$ cat src/rtl/acc_params.svh
// constants for the conversion control block
// Operation
// - six selectable conversion start triggers
// - completion sets status, optional interrupt request
// - result captured when conversion completes
// - window compare inside or outside interrupt
// - background mode interrupts only on window
// - sixteen channel positive and negative selects
// - temperature sensor and supply also selectable
// - shutdown setting blocks all conversions
// - back to back conversions up to 200 ksps
`ifndef ACC_PARAMS_SVH
`define ACC_PARAMS_SVH
`define ACC_OFF_CTRL 12'h000
`define ACC_OFF_MUX 12'h004
`define ACC_OFF_STAT 12'h008
`define ACC_OFF_DATA 12'h00C
`define ACC_OFF_WLO 12'h010
`define ACC_OFF_WHI 12'h014
`define ACC_OFF_CMD 12'h018
`define ACC_CTRL_EN 0
`define ACC_CTRL_IEN 1
`define ACC_CTRL_WIEN 2
`define ACC_CTRL_WOUT 3
`define ACC_CTRL_BG 4
`define ACC_CTRL_TRG_LO 5
`define ACC_CTRL_TRG_HI 7
`define ACC_STAT_DONE 0
`define ACC_STAT_WIN 1
`define ACC_STAT_BUSY 2
`define ACC_CMD_START 0
`define ACC_MUX_TEMP 5'h10
`define ACC_MUX_VDD 5'h11
`define ACC_MUX_GND 5'h1F
`define ACC_WHI_RESET 10'h3FF
`define ACC_SAMPLE_NS 5000
`define ACC_CLK_NS 10
`define ACC_CONV_CYC (`ACC_SAMPLE_NS / `ACC_CLK_NS)
`endif

$ cat src/rtl/acc_pkg.sv
// types for the conversion control block
package acc_pkg;
	typedef enum logic [2:0] {
		ACC_TRG_SW = 3'h0,
		ACC_TRG_T0 = 3'h1,
		ACC_TRG_T1 = 3'h2,
		ACC_TRG_T2 = 3'h3,
		ACC_TRG_T3 = 3'h4,
		ACC_TRG_EXT = 3'h5
	} acc_trig_t;
	typedef enum logic [1:0] {
		ACC_IDLE = 2'b00,
		ACC_CONV = 2'b01,
		ACC_DONE = 2'b11
	} acc_state_t;
endpackage

$ cat src/rtl/acc_res_if.sv
// result stream carrier between core and buffer
`timescale 1ns/100ps
interface acc_res_if #(parameter int W = 10);
	logic valid;
	logic ready;
	logic [W-1:0] data;
	modport src (output valid, output data, input ready);
	modport snk (input valid, input data, output ready);
endinterface

$ cat src/rtl/acc_buf2.sv
// two-entry valid/ready buffer for conversion results
`timescale 1ns/100ps
module acc_buf2 #(
	parameter int W = 10,
	parameter int DEPTH = 2
) (
	input wire logic pclk,
	input wire logic presetn,
	acc_res_if.snk in_s,
	acc_res_if.src out_s
);
	logic [W-1:0] mem_reg [DEPTH];
	logic [$clog2(DEPTH)-1:0] wr_reg, rd_reg;
	logic [$clog2(DEPTH):0] cnt_reg;
	logic push, pop;
	assign in_s.ready = (cnt_reg != DEPTH[$clog2(DEPTH):0]);
	assign out_s.valid = (cnt_reg != '0);
	assign out_s.data = mem_reg[rd_reg];
	assign push = in_s.valid && in_s.ready;
	assign pop = out_s.valid && out_s.ready;
	always_ff @(posedge pclk or negedge presetn) begin
		if (!presetn) begin
			wr_reg <= '0;
			rd_reg <= '0;
			cnt_reg <= '0;
		end else begin
			if (push)
				wr_reg <= wr_reg + 1'b1;
			if (pop)
				rd_reg <= rd_reg + 1'b1;
			cnt_reg <= cnt_reg + {{$clog2(DEPTH){1'b0}}, push}
				- {{$clog2(DEPTH){1'b0}}, pop};
		end
	end
	always_ff @(posedge pclk) begin
		if (push)
			mem_reg[wr_reg] <= in_s.data;
	end
	no_overflow_a: assert property (@(posedge pclk) disable iff (!presetn)
		cnt_reg <= DEPTH) else $error("buffer count overflow");
endmodule

$ cat src/rtl/acc_ctrl.sv
// conversion control top: APB registers, trigger, window, result
`timescale 1ns/100ps
`include "acc_params.svh"
module acc_ctrl #(
	parameter int RES_W = 10,
	parameter int CONV_CYC = `ACC_CONV_CYC
) (
	input wire logic pclk,
	input wire logic presetn,
	input wire logic psel,
	input wire logic penable,
	input wire logic pwrite,
	input wire logic [11:0] paddr,
	input wire logic [31:0] pwdata,
	output logic [31:0] prdata,
	output logic pready,
	output logic pslverr,
	input wire logic [3:0] tmr_ovf,
	input wire logic ext_start,
	output logic adc_start,
	output logic adc_pwr_on,
	output logic [4:0] mux_pos,
	output logic [4:0] mux_neg,
	input wire logic adc_done,
	input wire logic [RES_W-1:0] adc_result,
	output logic irq_done,
	output logic irq_win
);
	logic [7:0] ctrl_reg;
	logic [4:0] pos_reg, neg_reg;
	logic [RES_W-1:0] wlo_reg, whi_reg;
	logic done_reg, win_reg;
	logic [RES_W-1:0] data_reg;
	logic sw_go_reg;
	logic ext_s, ext_d_reg;
	logic [15:0] cyc_reg;
	acc_pkg::acc_state_t st_reg;
	logic trig, wr, rd, busy, in_win, hit;
	logic clr_done;
	acc_pkg::acc_trig_t trig_sel;
	acc_res_if #(.W(RES_W)) cap_s ();
	acc_res_if #(.W(RES_W)) out_s ();

	// a write lands once, at the edge where the master sees pready
	assign wr = psel && penable && pwrite && pready;
	assign rd = psel && penable && !pwrite;
	assign busy = (st_reg != acc_pkg::ACC_IDLE);

	acc_sync u_sync (
		.pclk(pclk),
		.presetn(presetn),
		.d(ext_start),
		.q(ext_s)
	);

	// rising edge only, so a held pin starts one conversion
	always_ff @(posedge pclk or negedge presetn) begin
		if (!presetn)
			ext_d_reg <= 1'b0;
		else
			ext_d_reg <= ext_s;
	end

	assign trig_sel = acc_pkg::acc_trig_t'(
		ctrl_reg[`ACC_CTRL_TRG_HI:`ACC_CTRL_TRG_LO]);
	always_comb begin
		case (trig_sel)
			acc_pkg::ACC_TRG_SW: trig = sw_go_reg;
			acc_pkg::ACC_TRG_T0: trig = tmr_ovf[0];
			acc_pkg::ACC_TRG_T1: trig = tmr_ovf[1];
			acc_pkg::ACC_TRG_T2: trig = tmr_ovf[2];
			acc_pkg::ACC_TRG_T3: trig = tmr_ovf[3];
			acc_pkg::ACC_TRG_EXT: trig = ext_s && !ext_d_reg;
			default: trig = 1'b0;
		endcase
	end

	// software go is a one-cycle pulse from a command write
	always_ff @(posedge pclk or negedge presetn) begin
		if (!presetn)
			sw_go_reg <= 1'b0;
		else
			sw_go_reg <= wr && paddr == `ACC_OFF_CMD
				&& pwdata[`ACC_CMD_START];
	end

	// converter sequence; stalls in DONE if the buffer is full
	always_ff @(posedge pclk or negedge presetn) begin
		if (!presetn) begin
			st_reg <= acc_pkg::ACC_IDLE;
			cyc_reg <= '0;
		end else begin
			case (st_reg)
				acc_pkg::ACC_IDLE: begin
					// triggers while busy never reach here
					if (trig && ctrl_reg[`ACC_CTRL_EN]) begin
						st_reg <= acc_pkg::ACC_CONV;
						cyc_reg <= '0;
					end
				end
				acc_pkg::ACC_CONV: begin
					cyc_reg <= cyc_reg + 16'h0001;
					if (!ctrl_reg[`ACC_CTRL_EN])
						st_reg <= acc_pkg::ACC_IDLE;
					else if (adc_done)
						st_reg <= acc_pkg::ACC_DONE;
				end
				acc_pkg::ACC_DONE: begin
					if (cap_s.ready)
						st_reg <= acc_pkg::ACC_IDLE;
				end
				default: st_reg <= acc_pkg::ACC_IDLE;
			endcase
		end
	end

	always_ff @(posedge pclk or negedge presetn) begin
		if (!presetn)
			adc_start <= 1'b0;
		else
			adc_start <= st_reg == acc_pkg::ACC_IDLE && trig
				&& ctrl_reg[`ACC_CTRL_EN];
	end

	// result held from the converter while waiting for buffer room
	logic [RES_W-1:0] hold_reg;
	always_ff @(posedge pclk or negedge presetn) begin
		if (!presetn)
			hold_reg <= '0;
		else if (st_reg == acc_pkg::ACC_CONV && adc_done)
			hold_reg <= adc_result;
	end
	assign cap_s.valid = (st_reg == acc_pkg::ACC_DONE);
	assign cap_s.data = hold_reg;

	acc_buf2 #(.W(RES_W), .DEPTH(2)) u_buf (
		.pclk(pclk),
		.presetn(presetn),
		.in_s(cap_s),
		.out_s(out_s)
	);
	assign out_s.ready = 1'b1;

	assign in_win = out_s.data >= wlo_reg && out_s.data <= whi_reg;
	assign hit = out_s.valid && (in_win ^ ctrl_reg[`ACC_CTRL_WOUT]);
	assign clr_done = wr && paddr == `ACC_OFF_STAT;

	// completion latch: data and flags at the same edge
	always_ff @(posedge pclk or negedge presetn) begin
		if (!presetn)
			data_reg <= '0;
		else if (out_s.valid)
			data_reg <= out_s.data;
	end

	// set wins over a clear in the same cycle
	always_ff @(posedge pclk or negedge presetn) begin
		if (!presetn) begin
			done_reg <= 1'b0;
			win_reg <= 1'b0;
		end else begin
			if (out_s.valid)
				done_reg <= 1'b1;
			else if (clr_done && pwdata[`ACC_STAT_DONE])
				done_reg <= 1'b0;
			if (hit)
				win_reg <= 1'b1;
			else if (clr_done && pwdata[`ACC_STAT_WIN])
				win_reg <= 1'b0;
		end
	end

	// background mode silences completion requests
	always_ff @(posedge pclk or negedge presetn) begin
		if (!presetn) begin
			irq_done <= 1'b0;
			irq_win <= 1'b0;
		end else begin
			irq_done <= done_reg && ctrl_reg[`ACC_CTRL_IEN]
				&& !ctrl_reg[`ACC_CTRL_BG];
			irq_win <= win_reg && ctrl_reg[`ACC_CTRL_WIEN];
		end
	end

	always_ff @(posedge pclk or negedge presetn) begin
		if (!presetn) begin
			ctrl_reg <= '0;
			pos_reg <= '0;
			neg_reg <= `ACC_MUX_GND;
			wlo_reg <= '0;
			whi_reg <= `ACC_WHI_RESET;
		end else if (wr) begin
			case (paddr)
				`ACC_OFF_CTRL: ctrl_reg <= pwdata[7:0];
				`ACC_OFF_MUX: begin
					pos_reg <= pwdata[4:0];
					neg_reg <= pwdata[12:8];
				end
				`ACC_OFF_WLO: wlo_reg <= pwdata[RES_W-1:0];
				`ACC_OFF_WHI: whi_reg <= pwdata[RES_W-1:0];
				default: ;
			endcase
		end
	end

	always_ff @(posedge pclk or negedge presetn) begin
		if (!presetn) begin
			adc_pwr_on <= 1'b0;
			mux_pos <= '0;
			mux_neg <= `ACC_MUX_GND;
		end else begin
			adc_pwr_on <= ctrl_reg[`ACC_CTRL_EN];
			mux_pos <= pos_reg;
			mux_neg <= neg_reg;
		end
	end

	// one wait state: ready in the second access cycle
	always_ff @(posedge pclk or negedge presetn) begin
		if (!presetn) begin
			pready <= 1'b0;
			pslverr <= 1'b0;
			prdata <= '0;
		end else begin
			pready <= psel && penable && !pready;
			pslverr <= 1'b0;
			prdata <= '0;
			if (psel && penable && !pready) begin
				case (paddr)
					`ACC_OFF_CTRL: prdata <= {24'h0, ctrl_reg};
					`ACC_OFF_MUX: prdata <= {19'h0, neg_reg, 3'h0, pos_reg};
					`ACC_OFF_STAT: prdata <= {29'h0, busy, win_reg, done_reg};
					`ACC_OFF_DATA: prdata <= {{(32-RES_W){1'b0}}, data_reg};
					`ACC_OFF_WLO: prdata <= {{(32-RES_W){1'b0}}, wlo_reg};
					`ACC_OFF_WHI: prdata <= {{(32-RES_W){1'b0}}, whi_reg};
					`ACC_OFF_CMD: prdata <= '0;
					default: pslverr <= 1'b1;
				endcase
			end
		end
	end

	logic unused_rd;
	assign unused_rd = rd;

	off_blocks_a: assert property (
		@(posedge pclk) disable iff (!presetn)
		!ctrl_reg[`ACC_CTRL_EN] |=> !adc_start)
		else $error("start while shut down");
	busy_ignore_a: assert property (
		@(posedge pclk) disable iff (!presetn)
		busy |=> !adc_start)
		else $error("start while busy");
	start_follow_a: assert property (
		@(posedge pclk) disable iff (!presetn)
		st_reg == acc_pkg::ACC_IDLE && trig && ctrl_reg[`ACC_CTRL_EN]
		|=> adc_start && st_reg == acc_pkg::ACC_CONV)
		else $error("trigger not taken");
	done_set_a: assert property (
		@(posedge pclk) disable iff (!presetn)
		out_s.valid |=> done_reg)
		else $error("done not set");
	data_cap_a: assert property (
		@(posedge pclk) disable iff (!presetn)
		out_s.valid |=> data_reg == $past(out_s.data))
		else $error("result not captured");
	win_set_a: assert property (
		@(posedge pclk) disable iff (!presetn)
		hit |=> win_reg)
		else $error("window flag missed");
	bg_quiet_a: assert property (
		@(posedge pclk) disable iff (!presetn)
		ctrl_reg[`ACC_CTRL_BG] |=> !irq_done)
		else $error("background irq leak");
	mux_follow_a: assert property (
		@(posedge pclk) disable iff (!presetn)
		1'b1 |=> mux_pos == $past(pos_reg))
		else $error("mux not applied");
	rate_ok_a: assert property (
		@(posedge pclk) disable iff (!presetn)
		st_reg == acc_pkg::ACC_DONE && cap_s.ready
		|=> st_reg == acc_pkg::ACC_IDLE)
		else $error("no back to back");
	// a 100 MHz clock and 5 us sample period leave 500 cycles
	conv_time_a: assert property (
		@(posedge pclk) disable iff (!presetn)
		st_reg == acc_pkg::ACC_CONV |-> cyc_reg < 16'(CONV_CYC))
		else $error("conversion too slow");
	abort_off_a: assert property (
		@(posedge pclk) disable iff (!presetn)
		st_reg == acc_pkg::ACC_CONV && !ctrl_reg[`ACC_CTRL_EN]
		|=> st_reg == acc_pkg::ACC_IDLE)
		else $error("shutdown did not abort");
	pwr_follow_a: assert property (
		@(posedge pclk) disable iff (!presetn)
		1'b1 |=> adc_pwr_on == $past(ctrl_reg[`ACC_CTRL_EN]))
		else $error("power select not applied");
	neg_follow_a: assert property (
		@(posedge pclk) disable iff (!presetn)
		1'b1 |=> mux_neg == $past(neg_reg))
		else $error("negative select not applied");
	win_irq_a: assert property (
		@(posedge pclk) disable iff (!presetn)
		win_reg && ctrl_reg[`ACC_CTRL_WIEN] |=> irq_win)
		else $error("window request missed");
	done_irq_a: assert property (
		@(posedge pclk) disable iff (!presetn)
		done_reg && ctrl_reg[`ACC_CTRL_IEN] && !ctrl_reg[`ACC_CTRL_BG]
		|=> irq_done)
		else $error("completion request missed");
	clr_done_a: assert property (
		@(posedge pclk) disable iff (!presetn)
		clr_done && pwdata[`ACC_STAT_DONE] && !out_s.valid
		|=> !done_reg)
		else $error("done not cleared");
	hold_cap_a: assert property (
		@(posedge pclk) disable iff (!presetn)
		st_reg == acc_pkg::ACC_CONV && adc_done
		|=> hold_reg == $past(adc_result))
		else $error("converter result not held");
	ext_edge_a: assert property (
		@(posedge pclk) disable iff (!presetn)
		ext_s && !ext_d_reg && trig_sel == acc_pkg::ACC_TRG_EXT
		&& ctrl_reg[`ACC_CTRL_EN] && !busy |=> adc_start)
		else $error("external edge not taken");
	sw_pulse_a: assert property (
		@(posedge pclk) disable iff (!presetn)
		sw_go_reg |=> !sw_go_reg)
		else $error("software start too long");
	start_pulse_a: assert property (
		@(posedge pclk) disable iff (!presetn)
		adc_start |=> !adc_start)
		else $error("start pulse too long");
	rd_data_a: assert property (
		@(posedge pclk) disable iff (!presetn)
		pready && !pwrite && paddr == `ACC_OFF_DATA
		|-> prdata[RES_W-1:0] == $past(data_reg))
		else $error("result read wrong");
	conv_cv: cover property (@(posedge pclk) disable iff (!presetn)
		adc_start ##[1:600] out_s.valid);
	win_cv: cover property (@(posedge pclk) disable iff (!presetn) hit);
	ext_cv: cover property (@(posedge pclk) disable iff (!presetn)
		ext_s && !ext_d_reg && adc_start == 1'b0);
	abort_cv: cover property (@(posedge pclk) disable iff (!presetn)
		st_reg == acc_pkg::ACC_CONV && !ctrl_reg[`ACC_CTRL_EN]);
	bg_win_cv: cover property (@(posedge pclk) disable iff (!presetn)
		hit && ctrl_reg[`ACC_CTRL_BG]);
endmodule

$ cat src/rtl/acc_sync.sv
// two-flop synchroniser for the external start pin
`timescale 1ns/100ps
module acc_sync (
	input wire logic pclk,
	input wire logic presetn,
	input wire logic d,
	output logic q
);
	logic s1_reg;
	always_ff @(posedge pclk or negedge presetn) begin
		if (!presetn) begin
			s1_reg <= 1'b0;
			q <= 1'b0;
		end else begin
			s1_reg <= d;
			q <= s1_reg;
		end
	end
endmodule

$ cat config.mk
export PLATFORM = sky130hd
export DESIGN_NAME = acc_ctrl
export DESIGN_NICKNAME = d
export VERILOG_FILES = /design/src/rtl/acc_pkg.sv /design/src/rtl/acc_res_if.sv /design/src/rtl/acc_buf2.sv /design/src/rtl/acc_ctrl.sv /design/src/rtl/acc_sync.sv
export VERILOG_INCLUDE_DIRS = /design/src /design/src/rtl
export SDC_FILE = /design/constraint.sdc
export NUM_CORES = 1
export LEC_CHECK = 0
export ABC_AREA = 1
export BUFFER_PORTS_ARGS = -buffer_cell sky130_fd_sc_hd__buf_4
export CORE_AREA = 2 2 105 107
export CTS_BUF_LIST = sky130_fd_sc_hd__clkbuf_8
export DETAILED_ROUTE_END_ITERATION = 8
export DIE_AREA = 0 0 107 109
export GPL_ROUTABILITY_DRIVEN = 0
export HOLD_SLACK_MARGIN = 0.12
export PLACE_DENSITY_LB_ADDON = 0.05
export SLEW_MARGIN = 30
export SYNTH_ARGS = -nofsm -noshare
export SYNTH_HDL_FRONTEND = slang
export SYNTH_SLANG_ARGS = --single-unit
export TNS_END_PERCENT = 100
$ cat constraint.sdc
create_clock -name pclk -period 2.1 [get_ports pclk]
set_input_delay 0.21 -clock pclk [delete_from_list [all_inputs] [get_ports pclk]]
set_output_delay 0.21 -clock pclk [all_outputs]
set_load 0.02 [all_outputs]
## Word-level counts from Yosys, hierarchy flattened

Memories as Yosys holds them, arrays and structs flattened.
Index checks and enable logic that the tools add are counted.

- Logic and storage cells: 103
- Flip-flop bits (word level): 118
- Input port bits: 65
- Output and inout bits: 48
- Memories: 1
- RAM bits: 20

- $add $sub $neg: 4
- Reduce and logical (&&, ||, !) cells: 36
- $lt $le $gt $ge: 2
- Mux-type cells: 16
- Equal/unequal tests: 17
- Bitwise logic cells: 1

Memory list:

| memory | words | width | rd ports | clocked after Yosys merged registers in | write ports | line | RTL |
|---|---|---|---|---|---|---|---|
| u_buf.mem_reg | 2 | 10 | 1 | 0 | 1 | acc_buf2.sv:12 | `logic [W-1:0] mem_reg [DEPTH];` |

Operators with widths:

| cell | number |
|---|---|
| $pmux W13 S6 | 1 |
| $eq A12 B5 Y1 const B | 3 |
| $eq A12 B4 Y1 const B | 2 |
| $logic_and A1 B1 Y1 | 20 |
| $mux W13 | 1 |
| $eq A12 B3 Y1 const B | 1 |
| $logic_not A12 Y1 | 1 |
| $ge A10 B10 Y1 | 1 |
| $le A10 B10 Y1 | 1 |
| $mux W1 | 8 |
| $mux W2 | 4 |
| $reduce_and A2 Y1 | 4 |
| $reduce_bool A2 Y1 | 4 |
| $reduce_or A7 Y1 | 1 |
| $eq A3 B2 Y1 const B | 2 |
| $eq A3 B3 Y1 const B | 2 |
| $ne A2 B2 Y1 const B | 3 |
| $pmux W1 S6 | 1 |
| $pmux W2 S3 | 1 |
| $eq A3 B1 Y1 const B | 1 |
| $logic_not A1 Y1 | 3 |
| $logic_not A3 Y1 | 1 |
| $ne A3 B3 Y1 const B | 1 |
| $reduce_and A3 Y1 | 1 |
| other kinds (7) | 8 |

## Logic depth before layout (Yosys ltp)

- Word-level depth: 7
- Mapped depth: 15
- Gate-level depth less buffers: 15

## By module

From an unflattened synthesis, not the netlist that was laid out.

- Cell total of the unflattened synthesis: 633
- Area, all modules: 5711.7 µm²

By module, submodules not included:

| module | sequential area each (µm²) | times used | cells each | area an instance (µm²) |
|---|---|---|---|---|
| acc_ctrl | 2352.3 | 1 | 547 | 4707.0 |
| acc_buf2 | 700.7 | 1 | 84 | 954.7 |
| acc_sync | 50.0 | 1 | 2 | 50.0 |

## Least setup slack after synthesis

OpenSTA, ideal clock, no wires.

- Path type: reg2reg
- Start point: reg u_buf.rd_reg
- End point: reg win_reg
- Slack: 0.364 ns
- Stages on the path, launching flop included: 12
- Path buffers: 1
- Period minus slack after synthesis: 1.736 ns
- Data arrival time: 1.616 ns
- Cell sequence: dfrtp_1 clkbuf_1 mux2i_1 ha_1 nand2_1 nor2_1 nand3_1 nand4_1 nand2_1 nand2_1 nand3_1 nand2_1

- Cells in the longest elaborated chain, start to end: 6
- Elaborated cells on any way between the ends: 8
- Those cells by class: order compare: 2; mux: 1; bitwise: 1; reduce/logical: 3; memory: 1

Ends and longest elaborated chain:

| item | line | RTL |
|---|---|---|
| start: declaration | acc_buf2.sv:13 | `logic [$clog2(DEPTH)-1:0] wr_reg, rd_reg;` |
| start signal: assignment | acc_buf2.sv:30 | `rd_reg <= rd_reg + 1'b1;` |
| $mem_v2 Z2 W10 * | -- |  |
| $ge A10 B10 Y1 / $le A10 B10 Y1 (equally long branches) | acc_ctrl.sv:144 | `assign in_win = out_s.data >= wlo_reg && out_s.data <= whi_reg;` |
| $logic_and A1 B1 Y1 * | acc_ctrl.sv:144 |  |
| $xor A1 B1 Y1 * | acc_ctrl.sv:145 | `` assign hit = out_s.valid && (in_win ^ ctrl_reg[`ACC_CTRL_WOUT]); `` |
| $logic_and A1 B1 Y1 * | acc_ctrl.sv:145 |  |
| $mux W1 / $reduce_bool A2 Y1 (equally long branches) | -- |  |
| end signal: assignment | acc_ctrl.sv:160 | `win_reg <= 1'b0;` |
| end signal: assignment | acc_ctrl.sv:167 | `win_reg <= 1'b1;` |
| end signal: assignment | acc_ctrl.sv:169 | `win_reg <= 1'b0;` |
| end: declaration | acc_ctrl.sv:32 | `logic done_reg, win_reg;` |

Mark *: on every way between the ends. The rest lies on a longest branch, timed or not.
A chain may end at the register's enable or synchronous reset.

## Worst setup path after layout

- Start point: reg u_buf.rd_reg
- End point: reg win_reg

- Cells in the longest elaborated chain, start to end: 6
- Elaborated cells on any way between the ends: 8
- Those cells by class: order compare: 2; mux: 1; bitwise: 1; reduce/logical: 3; memory: 1

Ends and longest elaborated chain:

| item | line | RTL |
|---|---|---|
| $mem_v2 Z2 W10 * | -- |  |
| net out_s.data[7] | acc_res_if.sv:6 | `logic [W-1:0] data;` |
| $ge A10 B10 Y1 / $le A10 B10 Y1 (equally long branches) | acc_ctrl.sv:144 |  |
| $logic_and A1 B1 Y1 * | acc_ctrl.sv:144 |  |
| $xor A1 B1 Y1 * | acc_ctrl.sv:145 |  |
| $logic_and A1 B1 Y1 * | acc_ctrl.sv:145 |  |
| $mux W1 / $reduce_bool A2 Y1 (equally long branches) | -- |  |

The timed path passes the listed nets; every way through them passes the cells marked *.

==> run_results.csv <==
group,metric,value,unit
logic_synthesis,synth.mux.area_fraction,0.0216,
logic_synthesis,synth-seq-area-share,0.547,
power,peakVddDrop,0.000581,V
critical_path,r2r_cells,11,
sta,worst_pin_slew,0.518,ns
cts,cts_root_buffer,"clkbuf_8",
logic_synthesis,async_reset_ff_frac,0.832,
logic_synthesis,yosys-top-cells-count,"nand2_1, dfrtp_1, inv_1",
die,core_area,10600,sq um
grt,grtUsageTotal,0.222,
final_layout,largest_reg_flops,20,
critical_path,r2r-start,"u_buf.rd_reg$_DFFE_PN0P_",
final_layout,drive_above_1_share,0.296,
critical_path,critPathMaxFanout,5,
logic_synthesis,synth_top_family_by_area,"simple AND/OR/NAND/NOR gates",
logic_synthesis,yosys_warnings,0,
logic_synthesis,ys_types,37,
logic_synthesis,synthCells,596,
routing,remaining_drc_errors,0,
placed_design,port_buffers,74,
critical_path,cp.required,2.41,ns
logic_synthesis,synth_compound_area_frac,0.0820,
grt,grt_max_degree,51,
sta,setup_viol,0,
logic_synthesis,ys_ff_latch,119,
routing,drtIter0Drc,207,
sta,slew_viol_final,0,
final_layout,syn2layout_area_growth,23.9,%
final_layout,diodes,0,
logic_synthesis,ys.flop_type,"dfrtp_1",
critical_path,start_kind,"register",
grt,grt_pass1_wl,19700,microns
grt,grt_use_met1,0.272,
power,powerDensity,685,nW/um^2
placed_design,dp_hpwl,8570,microns
critical_path,r2r_end,"win_reg$_DFFE_PN0P_",
routing,vias,4231,
critical_path,cp.arrival,2.20,ns
routing,wl_per_cell,13.6,microns
worst_hold_path,worstHoldPathType,"primary input to register",
routing,vias_per_cell,4.90,
sta,fin_tns_setup,0,ns
sta,slew_headroom,0.654,
cts,numCtsBuffers,17,
final_layout,fillers,865,
grt,first_global_vias,4277,
sta,finalHoldViolCount,0,
critical_path,path_cells,"clkinvlp_4 > nand2_1 > nand2_2 > ha_1 > nand2_1 > nor2_1 > nand3_1 > nand4_1 > nand3_1 > nand3_1 > nand2_1",
sta,min_period,1.89,ns
cts,cts_sinks,119,
routing,wl,11800,microns
routing,ant_nets,0,
critical_path,setup.worst_path.class,"register to register",
logic_synthesis,synth.avg_cell_area,9.52,sq um
cts,worstSkewPairLatency,0.43,ns
worst_hold_path,hold_depth,3,
critical_path,crit_path_end_kind,"register",
logic_synthesis,synth_top_area_frac,0.348,
die,initial_core_util,0.535,
grt,grt_overflow,0,
cts,cts_tree,"yes",
cts,path_clk_slew,0.07,ns
grt,met2_usage,0.370,
critical_path,timing.critical_path.from,"u_buf.rd_reg$_DFFE_PN0P_",
logic_synthesis,ys_top_cells_by_area,"dfrtp_1, edfxtp_1, nand2_1",
grt,antenna_found_initial,0,
grt,met3_usage,0.0574,
cts,clockBufferDepth,2,
sta,fin_crit_sh,0.899,
power,p_leak,0.00334,uW
logic_synthesis,synthXorXnorAreaFrac,0.00154,
sta,timing.hold.ws,0.121,ns
outcome,status,"finished, final reports clean",
sta,finClkSkew,0.00954,ns
die,dieArea,11700,sq um
final_layout,layout.nets,796,
grt,busiest_layer,"met2",
logic_synthesis,yosysTopAreaCell,"dfrtp_1",
routing,drt_first_pass_iters,4,
die,ioPinCount,113,
logic_synthesis,yosysMostFrequentCell,"nand2_1",
logic_synthesis,synth-simple-area-share,0.212,
die,die_h,109,microns
critical_path,cpMaxStageDelayCell,"dfrtp_2",
sta,fmax,530,MHz
die,rows,38,
critical_path,cp-endpoint,"win_reg$_DFFE_PN0P_",
flow_run,cap_violations,0,
critical_path,max_stage_delay,0.43,ns
critical_path,r2r_slack,0.21,ns
cts,htree_levels,4,
logic_synthesis,synth_edf_count,20,
logic_synthesis,synth_area,5680,sq um
logic_synthesis,synth-adder-area-share,0.0441,
die,die_width,107,microns
==> how the worst min path moves through the flow <==
stage | from | endpoint | slack [ns]
2_1_floorplan | presetn | adc_pwr_on$_DFF_PN0_ | -0.09
3_3_place_gp | presetn | prdata[11]$_DFF_PN0_ | 0.15
3_5_place_dp | presetn | prdata[11]$_DFF_PN0_ | 0.15
4_1_cts | pwdata[3] | pos_reg[3]$_DFFE_PN0P_ | 0.12
5_1_grt | penable | sw_go_reg$_DFF_PN0_ | 0.13
6_report | penable | sw_go_reg$_DFF_PN0_ | 0.12
==> logic make-up after synthesis <==
logic type / after synthesis
AO/OA/AOI/OAI: 79
XOR/XNOR: 1
adder cells (fa/ha/maj): 20
buffers and inverters: 107
flip-flops: 119
multiplexers: 11
other: 1
AND/OR/NAND/NOR: 258
==> per-layer routing <==
layer | part of all wire | vias up | wire length, microns
li1 | - | 2109 | -
met1 | 0.44 | 1988 | 5170
met2 | 0.49 | 111 | 5780
met3 | 0.043 | 23 | 506
met4 | 0.028 | 0 | 334
met5 | 0 | - | 0
==> layout by cell type (no fill, tap or decap), types with 10 or more instances in the layout <==
cell type,n
mux2_2,10
ha_1,15
nand4_1,10
o21ai_2,17
o21ai_1,25
conb_1,19
a21oi_1,11
nor2_1,43
clkbuf_8,18
inv_1,74
nand3_1,20
o21ai_0,23
edfxtp_1,20
nand2_2,20
dlygate4sd3_1,22
buf_4,80
dfrtp_1,78
nand2_1,142
dfstp_2,20
==> critical path, delay by kind of cell, from the launching register on <==
| family | cells | cell delay [ns] |
|---|---|---|
| DFF | 1 | 0.43 |
| buffers and inverters | 1 | 0.16 |
| adders and majority gates | 1 | 0.31 |
| and+or+nand+nor | 9 | 0.87 |
==> through the flow <==
| step | setup slack [ns] | power, uW | std cells | utilization | area (sq um) |
|---|---|---|---|---|---|
| after global routing | -0.00547 | 5030 | 864 | 0.663 | 7030 |
| after CTS | 0.0275 | 4840 | 862 | 0.652 | 6920 |
| after detailed placement | 0.0488 | 2900 | 808 | 0.597 | 6330 |
| after global placement | 0.100 | 2880 | 808 | 0.597 | 6330 |
| final | 0.212 | 4820 | 864 | 0.663 | 7030 |
| after floorplan | 0.364 | 2760 | 614 | - | 5740 |
==> repair_timing <==
| item | in CTS | in global routing |
|---|---|---|
| hold buffers | 22 | 0 |
| endpoints found under the setup margin | 0 | 1 |
| setup buffers | 0 | 1 |
| gates resized for setup | 0 | 19 |
| hold endpoints to repair | 112 | 0 |
==> where the power goes <==
group	switching, uW	total [uW]	internal (uW)
clock	862	1920	1050
combinational	207	385	178
sequential	53.8	2520	2460
==> cell type report <==
cell class,count,area [sq um],area share
multi-input combinational,388,2210,0.315
clock buffer,18,248,0.0352
sequential,119,3100,0.441
inverter,80,312,0.0443
timing repair buffer,104,852,0.121
timing repair inverter,1,7.51,0.00107
tap,140,175,0.0249
clock inverter,14,121,0.0173
No activity file was read; power rests on OpenSTA's default activity.
